==> src/pkg/rpss_regs.svh <==
// register offsets, fields, reset values and timing counts of the protection sequencer
`ifndef RPSS_REGS_SVH
`define RPSS_REGS_SVH
`define RPSS_CTRL_ADDR      12'h000
`define RPSS_STATUS_ADDR    12'h004
`define RPSS_DEMAND_ADDR    12'h008
`define RPSS_CMPVAL_ADDR    12'h00C
`define RPSS_CTRL_RESET     32'h0000_0001
`define RPSS_CTRL_HV_BIT    0
`define RPSS_CTRL_RETRY_BIT 1
`define RPSS_FAULT_IDLE_MS  1000
`define RPSS_SS_TIME_MS     25
`define RPSS_CLK_HZ         25000000
`define RPSS_OCP_LIMIT      7
`define RPSS_OCP_SS_LIMIT   50
`define RPSS_BLANK_NS       200
`endif
==> src/pkg/rpss_pkg.sv <==
// types of the protection and startup sequencer
package rpss_pkg;
    typedef enum logic [2:0] {
        RPSS_OFF     = 3'b000,
        RPSS_CHARGE  = 3'b001,
        RPSS_PROGRAM = 3'b011,
        RPSS_SOFT    = 3'b010,
        RPSS_RUN     = 3'b110,
        RPSS_FAULT   = 3'b111
    } rpss_state_t;
    typedef enum logic [2:0] {
        RPSS_F_NONE = 3'h0,
        RPSS_F_ZCS  = 3'h1,
        RPSS_F_OCP  = 3'h2,
        RPSS_F_OLP  = 3'h3,
        RPSS_F_OVP  = 3'h4,
        RPSS_F_UV   = 3'h5
    } rpss_fault_t;
endpackage

==> src/core/rpss_seq.sv <==
// protection and startup sequencer for a resonant half-bridge controller
`timescale 1ns/1ps
`default_nettype none
`include "rpss_regs.svh"
module rpss_seq
    import rpss_pkg::*;
#(
    parameter int unsigned FAULT_IDLE_CYC = (`RPSS_CLK_HZ / 1000) * `RPSS_FAULT_IDLE_MS,
    parameter int unsigned SS_STEP_CYC    = ((`RPSS_CLK_HZ / 1000) * `RPSS_SS_TIME_MS) / 256,
    parameter int unsigned ZCS_FAULT_CYC  = 25000,
    parameter int unsigned OLP_CYC        = 1250000,
    parameter logic [7:0]  SS_MIN         = 8'h40
) (
    input  wire logic        hclk,
    input  wire logic        hresetn,
    input  wire logic        hsel,
    input  wire logic [11:0] haddr,
    input  wire logic [1:0]  htrans,
    input  wire logic        hwrite,
    input  wire logic [2:0]  hsize,
    input  wire logic [31:0] hwdata,
    input  wire logic        hready,
    output logic [31:0]      hrdata,
    output logic             hreadyout,
    output logic             hresp,
    input  wire logic        gate_req_hi,
    input  wire logic        gate_req_lo,
    input  wire logic        zcs_cmp,
    input  wire logic        ocp_cmp,
    input  wire logic        olp_cmp,
    input  wire logic        bias_ov,
    input  wire logic        bias_above_short,
    input  wire logic        bias_above_uvlo_r,
    input  wire logic        bias_above_uvlo_f,
    input  wire logic        bias_above_self,
    input  wire logic        bias_above_recharge,
    input  wire logic        bias_above_stop,
    input  wire logic        init_done,
    output logic             high_side_gate,
    output logic             low_side_gate,
    output logic             charge_low_en,
    output logic             charge_high_en,
    output logic             rail_5v_en,
    output logic             program_sample,
    output logic             timing_pin_high,
    output logic             power_limit,
    output logic [7:0]       soft_start_ramp,
    output logic [7:0]       turnoff_level
);
    localparam int unsigned BLANK_CYC = (`RPSS_BLANK_NS * (`RPSS_CLK_HZ / 1000000) + 999) / 1000;
    localparam int NIN = 13;

    // two-flop synchronisers for every pin input
    logic [NIN-1:0] s1_q, s2_q;
    logic [NIN-1:0] pins;
    assign pins = {gate_req_hi, gate_req_lo, zcs_cmp, ocp_cmp, olp_cmp, bias_ov, bias_above_short,
                   bias_above_uvlo_r, bias_above_uvlo_f, bias_above_self, bias_above_recharge,
                   bias_above_stop, init_done};
    always_ff @(posedge hclk or negedge hresetn) begin
        if (!hresetn) begin
            s1_q <= '0;
            s2_q <= '0;
        end else begin
            s1_q <= pins;
            s2_q <= s1_q;
        end
    end
    logic req_hi, req_lo, zcs, ocp, olp, ovp, a_short, a_uvr, a_uvf, a_self, a_rech, a_stop, i_done;
    assign {req_hi, req_lo, zcs, ocp, olp, ovp, a_short, a_uvr, a_uvf, a_self, a_rech, a_stop, i_done} = s2_q;

    // register bus: control, status, demand, comparator view
    logic [31:0] ctrl_q, ctrl_d, demand_q, demand_d;
    logic        wr_pend_q, wr_pend_d;
    logic [11:0] wr_addr_q, wr_addr_d;
    logic [31:0] rdata_q, rdata_d;
    logic        hv_en, retry_en;
    assign hv_en    = ctrl_q[`RPSS_CTRL_HV_BIT];
    assign retry_en = ctrl_q[`RPSS_CTRL_RETRY_BIT];
    assign hreadyout = 1'b1;
    assign hresp     = 1'b0;
    assign hrdata    = rdata_q;

    // sequencer state
    rpss_state_t st_q, st_d;
    rpss_fault_t cause_q, cause_d;
    logic [31:0] idle_q, idle_d, zcs_t_q, zcs_t_d, olp_t_q, olp_t_d, ss_t_q, ss_t_d;
    logic [7:0]  ramp_q, ramp_d, ocp_n_q, ocp_n_d;
    logic [3:0]  blank_q, blank_d;
    logic        hi_q, hi_d, lo_q, lo_d, cyc_ocp_q, cyc_ocp_d, zcs_seen_q, zcs_seen_d;
    logic        hi_prev_q, hi_prev_d, lo_prev_q, lo_prev_d, prog_q, prog_d;
    logic        chg_q, chg_d;
    logic        zcs_ev, ocp_ev, cyc_end, switching;
    logic [7:0]  ocp_lim;

    always_comb begin
        ctrl_d    = ctrl_q;
        demand_d  = demand_q;
        wr_pend_d = hsel && hready && htrans[1] && hwrite;
        wr_addr_d = haddr;
        rdata_d   = rdata_q;
        if (wr_pend_q) begin
            unique case (wr_addr_q)
                `RPSS_CTRL_ADDR:   ctrl_d   = {30'h0, hwdata[1:0]};
                `RPSS_DEMAND_ADDR: demand_d = {24'h0, hwdata[7:0]};
                default: ;
            endcase
        end
        if (hsel && hready && htrans[1] && !hwrite) begin
            unique case (haddr)
                `RPSS_CTRL_ADDR:   rdata_d = ctrl_q;
                `RPSS_STATUS_ADDR: rdata_d = {13'h0, cause_q, ocp_n_q, 5'h0, st_q};
                `RPSS_DEMAND_ADDR: rdata_d = demand_q;
                `RPSS_CMPVAL_ADDR: rdata_d = {19'h0, s2_q};
                default:           rdata_d = 32'h0000_0000;
            endcase
        end
    end

    assign switching = (st_q == RPSS_SOFT) || (st_q == RPSS_RUN);
    assign ocp_lim   = (st_q == RPSS_SOFT) ? 8'(`RPSS_OCP_SS_LIMIT) : 8'(`RPSS_OCP_LIMIT);
    assign zcs_ev    = zcs && (blank_q == 4'h0) && (hi_q || lo_q);
    assign ocp_ev    = ocp && (hi_q || lo_q);
    assign cyc_end   = lo_prev_q && !req_lo; // one-cycle pulse when the low-side request drops

    // gate pulses, blanking and cycle bookkeeping
    always_comb begin
        hi_d = 1'b0;
        lo_d = 1'b0;
        if (switching) begin
            hi_d = req_hi && (hi_q ? !(zcs_ev || ocp) : !hi_prev_q);
            lo_d = req_lo && !hi_d && (lo_q ? !(zcs_ev || ocp) : !lo_prev_q);
        end
        hi_prev_d = req_hi && (hi_q || hi_prev_q);
        lo_prev_d = req_lo && (lo_q || lo_prev_q);
        if ((hi_d && !hi_q) || (lo_d && !lo_q)) blank_d = 4'(BLANK_CYC);
        else if (blank_q != 4'h0) blank_d = blank_q - 4'h1;
        else blank_d = blank_q;
        cyc_ocp_d  = cyc_end ? 1'b0 : (cyc_ocp_q || ocp_ev);
        zcs_seen_d = cyc_end ? 1'b0 : (zcs_seen_q || zcs_ev);
    end

    // main sequence and fault timers
    always_comb begin
        st_d    = st_q;
        cause_d = cause_q;
        idle_d  = idle_q;
        zcs_t_d = zcs_t_q;
        olp_t_d = olp_t_q;
        ss_t_d  = ss_t_q;
        ramp_d  = ramp_q;
        ocp_n_d = ocp_n_q;
        prog_d  = 1'b0;
        chg_d   = chg_q;
        unique case (st_q)
            RPSS_OFF: begin
                chg_d = hv_en && !a_self;
                if (a_uvr) st_d = a_self ? RPSS_PROGRAM : (hv_en ? RPSS_CHARGE : RPSS_PROGRAM);
            end
            RPSS_CHARGE: begin
                chg_d = 1'b1;
                if (a_uvr) st_d = RPSS_PROGRAM;
            end
            RPSS_PROGRAM: begin
                if (hv_en && !a_rech) chg_d = 1'b1;
                if (i_done && (a_self || !hv_en)) begin
                    prog_d = 1'b1;
                    chg_d  = 1'b0;
                    ramp_d = 8'h00;
                    ss_t_d = 32'h0;
                    st_d   = RPSS_SOFT;
                end
            end
            RPSS_SOFT, RPSS_RUN: begin
                if (!a_rech && hv_en) chg_d = 1'b1;
                else if (a_self) chg_d = 1'b0;
                if (ss_t_q >= SS_STEP_CYC - 1) begin
                    ss_t_d = 32'h0;
                    if (ramp_q != 8'hFF) ramp_d = ramp_q + 8'h01;
                end else ss_t_d = ss_t_q + 32'h1;
                if (zcs_ev && ramp_q != 8'h00) ramp_d = ramp_q - 8'h01;
                if (st_q == RPSS_SOFT && ramp_q > SS_MIN && demand_q[7:0] <= ramp_q) st_d = RPSS_RUN;
                zcs_t_d = zcs_seen_q || zcs_ev ? zcs_t_q + 32'h1 : (cyc_end ? 32'h0 : zcs_t_q);
                olp_t_d = olp ? olp_t_q + 32'h1 : 32'h0;
                if (cyc_end) ocp_n_d = cyc_ocp_q ? ocp_n_q + 8'h01 : 8'h00;
                if (zcs_t_q >= ZCS_FAULT_CYC) begin st_d = RPSS_FAULT; cause_d = RPSS_F_ZCS; end
                if (ocp_n_q >= ocp_lim) begin st_d = RPSS_FAULT; cause_d = RPSS_F_OCP; end
                if (olp_t_q >= OLP_CYC) begin st_d = RPSS_FAULT; cause_d = RPSS_F_OLP; end
                if (st_q == RPSS_RUN && !a_stop) begin st_d = RPSS_FAULT; cause_d = RPSS_F_UV; end
                if (st_d == RPSS_FAULT) begin
                    idle_d  = 32'h0;
                    zcs_t_d = 32'h0;
                    olp_t_d = 32'h0;
                    ocp_n_d = 8'h00;
                    chg_d   = 1'b0;
                end
            end
            RPSS_FAULT: begin
                chg_d = 1'b0;
                if (idle_q < FAULT_IDLE_CYC) idle_d = idle_q + 32'h1;
                else if (retry_en && !ovp) st_d = RPSS_OFF;
            end
            default: st_d = RPSS_OFF;
        endcase
        if (ovp && st_q != RPSS_FAULT) begin
            st_d    = RPSS_FAULT;
            cause_d = RPSS_F_OVP;
            idle_d  = 32'h0;
        end
        if (!hv_en && !a_uvf && st_q != RPSS_FAULT) st_d = RPSS_OFF;
    end

    always_ff @(posedge hclk or negedge hresetn) begin
        if (!hresetn) begin
            ctrl_q <= `RPSS_CTRL_RESET;
            demand_q <= 32'h0;
            wr_pend_q <= 1'b0;
            wr_addr_q <= 12'h0;
            rdata_q <= 32'h0;
            st_q <= RPSS_OFF;
            cause_q <= RPSS_F_NONE;
            idle_q <= 32'h0;
            zcs_t_q <= 32'h0;
            olp_t_q <= 32'h0;
            ss_t_q <= 32'h0;
            ramp_q <= 8'h00;
            ocp_n_q <= 8'h00;
            blank_q <= 4'h0;
            hi_q <= 1'b0;
            lo_q <= 1'b0;
            hi_prev_q <= 1'b0;
            lo_prev_q <= 1'b0;
            cyc_ocp_q <= 1'b0;
            zcs_seen_q <= 1'b0;
            prog_q <= 1'b0;
            chg_q <= 1'b0;
        end else begin
            ctrl_q <= ctrl_d;
            demand_q <= demand_d;
            wr_pend_q <= wr_pend_d;
            wr_addr_q <= wr_addr_d;
            rdata_q <= rdata_d;
            st_q <= st_d;
            cause_q <= cause_d;
            idle_q <= idle_d;
            zcs_t_q <= zcs_t_d;
            olp_t_q <= olp_t_d;
            ss_t_q <= ss_t_d;
            ramp_q <= ramp_d;
            ocp_n_q <= ocp_n_d;
            blank_q <= blank_d;
            hi_q <= hi_d;
            lo_q <= lo_d;
            hi_prev_q <= hi_prev_d;
            lo_prev_q <= lo_prev_d;
            cyc_ocp_q <= cyc_ocp_d;
            zcs_seen_q <= zcs_seen_d;
            prog_q <= prog_d;
            chg_q <= chg_d;
        end
    end

    // outputs to drivers and supply logic
    assign high_side_gate  = hi_q;
    assign low_side_gate   = lo_q;
    assign charge_low_en   = chg_q && !a_short;
    assign charge_high_en  = chg_q && a_short;
    assign rail_5v_en      = (st_q != RPSS_OFF && st_q != RPSS_CHARGE) || a_uvr;
    assign program_sample  = prog_q;
    assign timing_pin_high = hv_en && (st_q == RPSS_CHARGE || st_q == RPSS_PROGRAM
                             || (st_q == RPSS_FAULT && a_uvf));
    assign power_limit     = olp && switching;
    assign soft_start_ramp = ramp_q;
    assign turnoff_level   = (st_q == RPSS_SOFT && ramp_q < demand_q[7:0]) ? ramp_q : demand_q[7:0];

    property p_gate_excl;
        @(posedge hclk) disable iff (!hresetn) !(hi_q && lo_q);
    endproperty
    a_gate_excl: assert property (p_gate_excl) else $error("both gates high");

    property p_fault_block;
        @(posedge hclk) disable iff (!hresetn) st_q == RPSS_FAULT |-> ##1 (!hi_q && !lo_q);
    endproperty
    a_fault_block: assert property (p_fault_block) else $error("gate in fault");

    property p_ocp_cut;
        @(posedge hclk) disable iff (!hresetn) (hi_q && ocp) |=> !hi_q;
    endproperty
    a_ocp_cut: assert property (p_ocp_cut) else $error("ocp did not end pulse");

    property p_zcs_cut;
        @(posedge hclk) disable iff (!hresetn) (lo_q && zcs && blank_q == 4'h0) |=> !lo_q;
    endproperty
    a_zcs_cut: assert property (p_zcs_cut) else $error("zcs did not end pulse");

    property p_blank;
        @(posedge hclk) disable iff (!hresetn) (hi_q && !$past(hi_q)) |-> blank_q != 4'h0;
    endproperty
    a_blank: assert property (p_blank) else $error("no blanking at gate rise");

    property p_ovp;
        @(posedge hclk) disable iff (!hresetn) (ovp && st_q != RPSS_FAULT) |=> st_q == RPSS_FAULT;
    endproperty
    a_ovp: assert property (p_ovp) else $error("ovp missed");

    property p_ocp_count;
        @(posedge hclk) disable iff (!hresetn) (st_q == RPSS_RUN && ocp_n_q >= 8'd7) |=> st_q == RPSS_FAULT;
    endproperty
    a_ocp_count: assert property (p_ocp_count) else $error("ocp count fault missed");

    property p_charge_mux;
        @(posedge hclk) disable iff (!hresetn) !(charge_low_en && charge_high_en);
    endproperty
    a_charge_mux: assert property (p_charge_mux) else $error("both charge currents");

    property p_pick_lower;
        @(posedge hclk) disable iff (!hresetn) st_q == RPSS_SOFT |-> turnoff_level <= demand_q[7:0];
    endproperty
    a_pick_lower: assert property (p_pick_lower) else $error("turn-off level not lower");
endmodule
`default_nettype wire

==> config.mk <==
export PLATFORM = sky130hd
export DESIGN_NAME = rpss_seq
export DESIGN_NICKNAME = d
export VERILOG_FILES = /design/src/pkg/rpss_pkg.sv /design/src/core/rpss_seq.sv
export VERILOG_INCLUDE_DIRS = /design/src /design/src/pkg
export SDC_FILE = /design/constraint.sdc
export NUM_CORES = 1
export LEC_CHECK = 0
export BUFFER_PORTS_ARGS = -buffer_cell sky130_fd_sc_hd__buf_2
export CAP_MARGIN = 10
export CORE_AREA = 2 2 170 172
export CTS_CLUSTER_DIAMETER = 120
export DETAILED_ROUTE_END_ITERATION = 10
export DIE_AREA = 0 0 172 174
export SLEW_MARGIN = 20
export SYNTH_ARGS = -nofsm -noshare
export SYNTH_HDL_FRONTEND = slang
export SYNTH_SLANG_ARGS = --single-unit
==> constraint.sdc <==
create_clock -name hclk -period 4.75 [get_ports hclk]
set_input_delay 0.475 -clock hclk [delete_from_list [all_inputs] [get_ports hclk]]
set_output_delay 0.475 -clock hclk [all_outputs]
set_load 0.01 [all_outputs]
==> metrics.csv <==
stage,metric,value,unit
final_layout,nets,1300,
placed_design,place.gp.congestion,0.7937,
global_routing,grt_util_all_layers,17.48,%
clock_network,ctsHoldBuffers,1,
setup_path,worstSetupEndpoint,soft_start_ramp[7],
synthesis,syn_inst,1120,
min_path,hp-class,in -> reg,
synthesis,synth_seq_area_share,51.66,%
clock_network,cts-root-buf,clkbuf_16,
sta,finalSetupTns,0,ps
final_layout,layout-drive-gt1-share,14.26,%
setup_path,critPathArrivalTime,4410,ps
power_and_ir_drop,internal-power,3.601,mW
sta,period_share,83.98,%
final_layout,n_fill_cell,2765,
power_and_ir_drop,pwr-share-seq,42.6,%
global_routing,grt_pass1_vias,8365,
detailed_routing,routedWlPerCell,16.25,um
placed_design,numPortBuffers,81,
run,maxCapViolations,0,
sta,finClkSkew,11.57,ps
floorplanning,die_w,172,um
setup_path,start_kind,register,
final_layout,instances_no_fill,1604,
clock_network,cts-htree-levels,1,
global_routing,gr-total-overflow,0,
setup_path,r2r-start,blank_q[0],
final_layout,syn_to_final_growth,14.18,%
synthesis,yosysUniqueCellTypes,77,
floorplanning,row_count,62,
clock_network,clk_pin_slew_worst_paths,60,ps
setup_path,reg2reg_to,soft_start_ramp[7],
placed_design,dp_hpwl,17720,um
synthesis,ys_ff_latch,230,
setup_path,crit_fanout,7,
detailed_routing,routed_via_density,5.483,
run_status,status,"finished, final reports clean",
sta,worst_pin_slew,833.4,ps
global_routing,grt_pass1_wl,42970,um
placed_design,dp_cells,1560,
setup_path,worstSetupStartpoint,blank_q[0],
power_and_ir_drop,p_per_area,412.9,mW/mm^2
detailed_routing,drc,0,
clock_network,cts_buffers,25,
global_routing,grt_max_degree,97,
global_routing,antenna_found_initial,0,
sta,rsz0062_at_grt,false,
power_and_ir_drop,power_frac_clock,35.9,%
floorplanning,coreArea,0.02824,mm^2
power_and_ir_drop,p_leak,5.770,nW
power_and_ir_drop,combPwrFrac,21.6,%
synthesis,async_reset_ff_share,100.0,%
detailed_routing,ant_nets,0,
setup_path,path_class,reg -> reg,
clock_network,post_cts_buffers,0,
power_and_ir_drop,p_switching,1.652,mW
clock_network,clk_path_buf_depth,3,
floorplanning,die_h,174,um
setup_path,required,5170,ps
setup_path,r2r_slack,760,ps
floorplanning,ioPinCount,125,
setup_path,reg2reg_depth,14,
sta,drv_slew,0,
synthesis,syn_area,0.01114,mm^2
floorplanning,start_util,39.47,%
synthesis,syn_area_per_cell,9.950,um^2
synthesis,ys.flop_type,dfrtp_1,
power_and_ir_drop,vdd_ir_drop_max,0.0002703,V
clock_network,cts_tree,yes,
sta,post-route-min-period,3989,ps
floorplanning,die-area,0.02993,mm^2
final_layout,diodes,0,
clock_network,cts_resized,0,
sta,fmax,250.7,MHz
synthesis,yosysWarnings,0,
detailed_routing,drt_iter0_drc,676,
detailed_routing,wl,26060,um
power_and_ir_drop,swShare,31.45,%
sta,max-slew-margin-rel,43.00,%
setup_path,end_kind,register,
clock_network,worstSkewPairLatency,510,ps
power_and_ir_drop,total_power,5.254,mW
synthesis,synth_edf_count,0,
clock_network,clock_sinks,230,
detailed_routing,drtPass1Iterations,5,
sta,finalHoldViolCount,0,
sta,setup_viol,0,
detailed_routing,vias,8794,
[stage by stage]
step | setup slack, ps | instance area [um^2] | util (%) | hold WS, ps
after floorplan | 1314 | 11190 | - | 179.4
after global placement | 842.5 | 11930 | 42.23 | 332.1
after detailed placement | 816.5 | 11930 | 42.24 | 334.7
after CTS | 730.4 | 12720 | 45.06 | 43.94
after global routing | 350.0 | 12720 | 45.06 | 40.11
final | 760.8 | 12720 | 45.06 | 63.91
[power by group through the flow]
| stage | logic [mW] | registers [mW] | clock network [mW] |
|---|---|---|---|
| after CTS | 1.14 | 2.24 | 1.93 |
| after detailed placement | 1.14 | 2.27 | 0 |
| after floorplan | 0.801 | 2.23 | 0 |
| final | 1.13 | 2.24 | 1.88 |
| after global placement | 1.11 | 2.27 | 0 |
| after global routing | 1.28 | 2.26 | 2.01 |
[cell usage after synthesis, types with 19 or more instances]
cell type,instances,area (um^2)
dfrtp_1,229,5731
nand2_1,101,379.1
o21ai_0,90,450.4
nor2_1,88,330.3
a21oi_1,65,325.3
nand3_1,42,210.2
inv_1,41,153.9
nor4_1,36,225.2
ha_1,28,350.3
or3_1,26,162.7
a31oi_1,24,150.1
and3_1,24,150.1
nor3_1,23,115.1
clkbuf_1,22,82.58
nor2b_1,22,137.6
nand4_1,21,131.4
buf_4,19,142.6
[routing by layer]
metal / global-route usage, % / vias to the layer above / part of all wire (%)
met5: 0 / - / 0
met3: 2.732 / 42 / 4.5
met1: 25.05 / 4356 / 47
met2: 27.61 / 172 / 46
li1: - / 4224 / -
met4: 4.622 / 0 / 2.2
[worst min-delay path by stage]
stage	start	end	slack [ps]	cells past startpoint
after floorplan	hresetn	blank_q[0]	180	0
after global placement	s1_q[10]	s2_q[10]	330	0
after detailed placement	s1_q[3]	s2_q[3]	330	0
after CTS	olp_cmp	s1_q[8]	40	1
after global routing	olp_cmp	s1_q[8]	40	1
final	gate_req_lo	s1_q[11]	60	1
[cell usage in the layout (no fill, tap or decap), types with 23 or more instances in the layout]
master,n
nand3_1,42
inv_1,41
nor4_1,35
buf_2,80
a21oi_1,65
nor2_1,86
ha_1,28
a31oi_1,24
nand2_1,101
o21ai_0,90
dfrtp_1,229
nor3_1,23
and3_1,24
clkbuf_16,25
or3_1,26
[layout make-up]
class,count,area [um^2],area share (%)
multi-input cells,805,4982,39.15
clock buffers,39,738.2,5.801
inverters,42,157.7,1.239
clock inverters,4,48.80,0.3835
repair buffers,100,560.5,4.405
well taps,384,480.5,3.776
flip-flops and latches,230,5757,45.24
[cells by family (layout without fill, tap and decap cells)]
group | Yosys count | after routing | share of synthesized area [%]
DFF | 230 | 230 | 51.66
muxes | 29 | 29 | 2.998
adders and majority gates | 29 | 29 | 3.323
other | 2 | 15 | 0.06739
buffers and inverters | 98 | 185 | 4.244
AOI/OAI and AO/OA | 274 | 274 | 15.79
and+or+nand+nor | 443 | 443 | 20.75
xor gates and xnor gates | 15 | 15 | 1.179
[flip-flops by register name (all words and copies together), names as in the netlist, 12 cells and up]
signal and cells:
idle_q 32, olp_t_q 32, ss_t_q 32, zcs_t_q 32, hrdata 19, s1_q 13, s2_q 13, wr_addr_q 12
[critical path: stages, from the launching register on]
cell and delay [ps]:
dfrtp_1 390, inv_1 80, ha_1 180, or3b_2 530, nor2_1 220, o21ai_0 230, inv_1 280, ha_1 280
a21o_1 160, a21oi_1 220, o21bai_1 110, a2111oi_0 640, o21ai_0 220, and2_1 200, o211ai_1 170
Note: power is estimated with default switching activity, not from simulation.
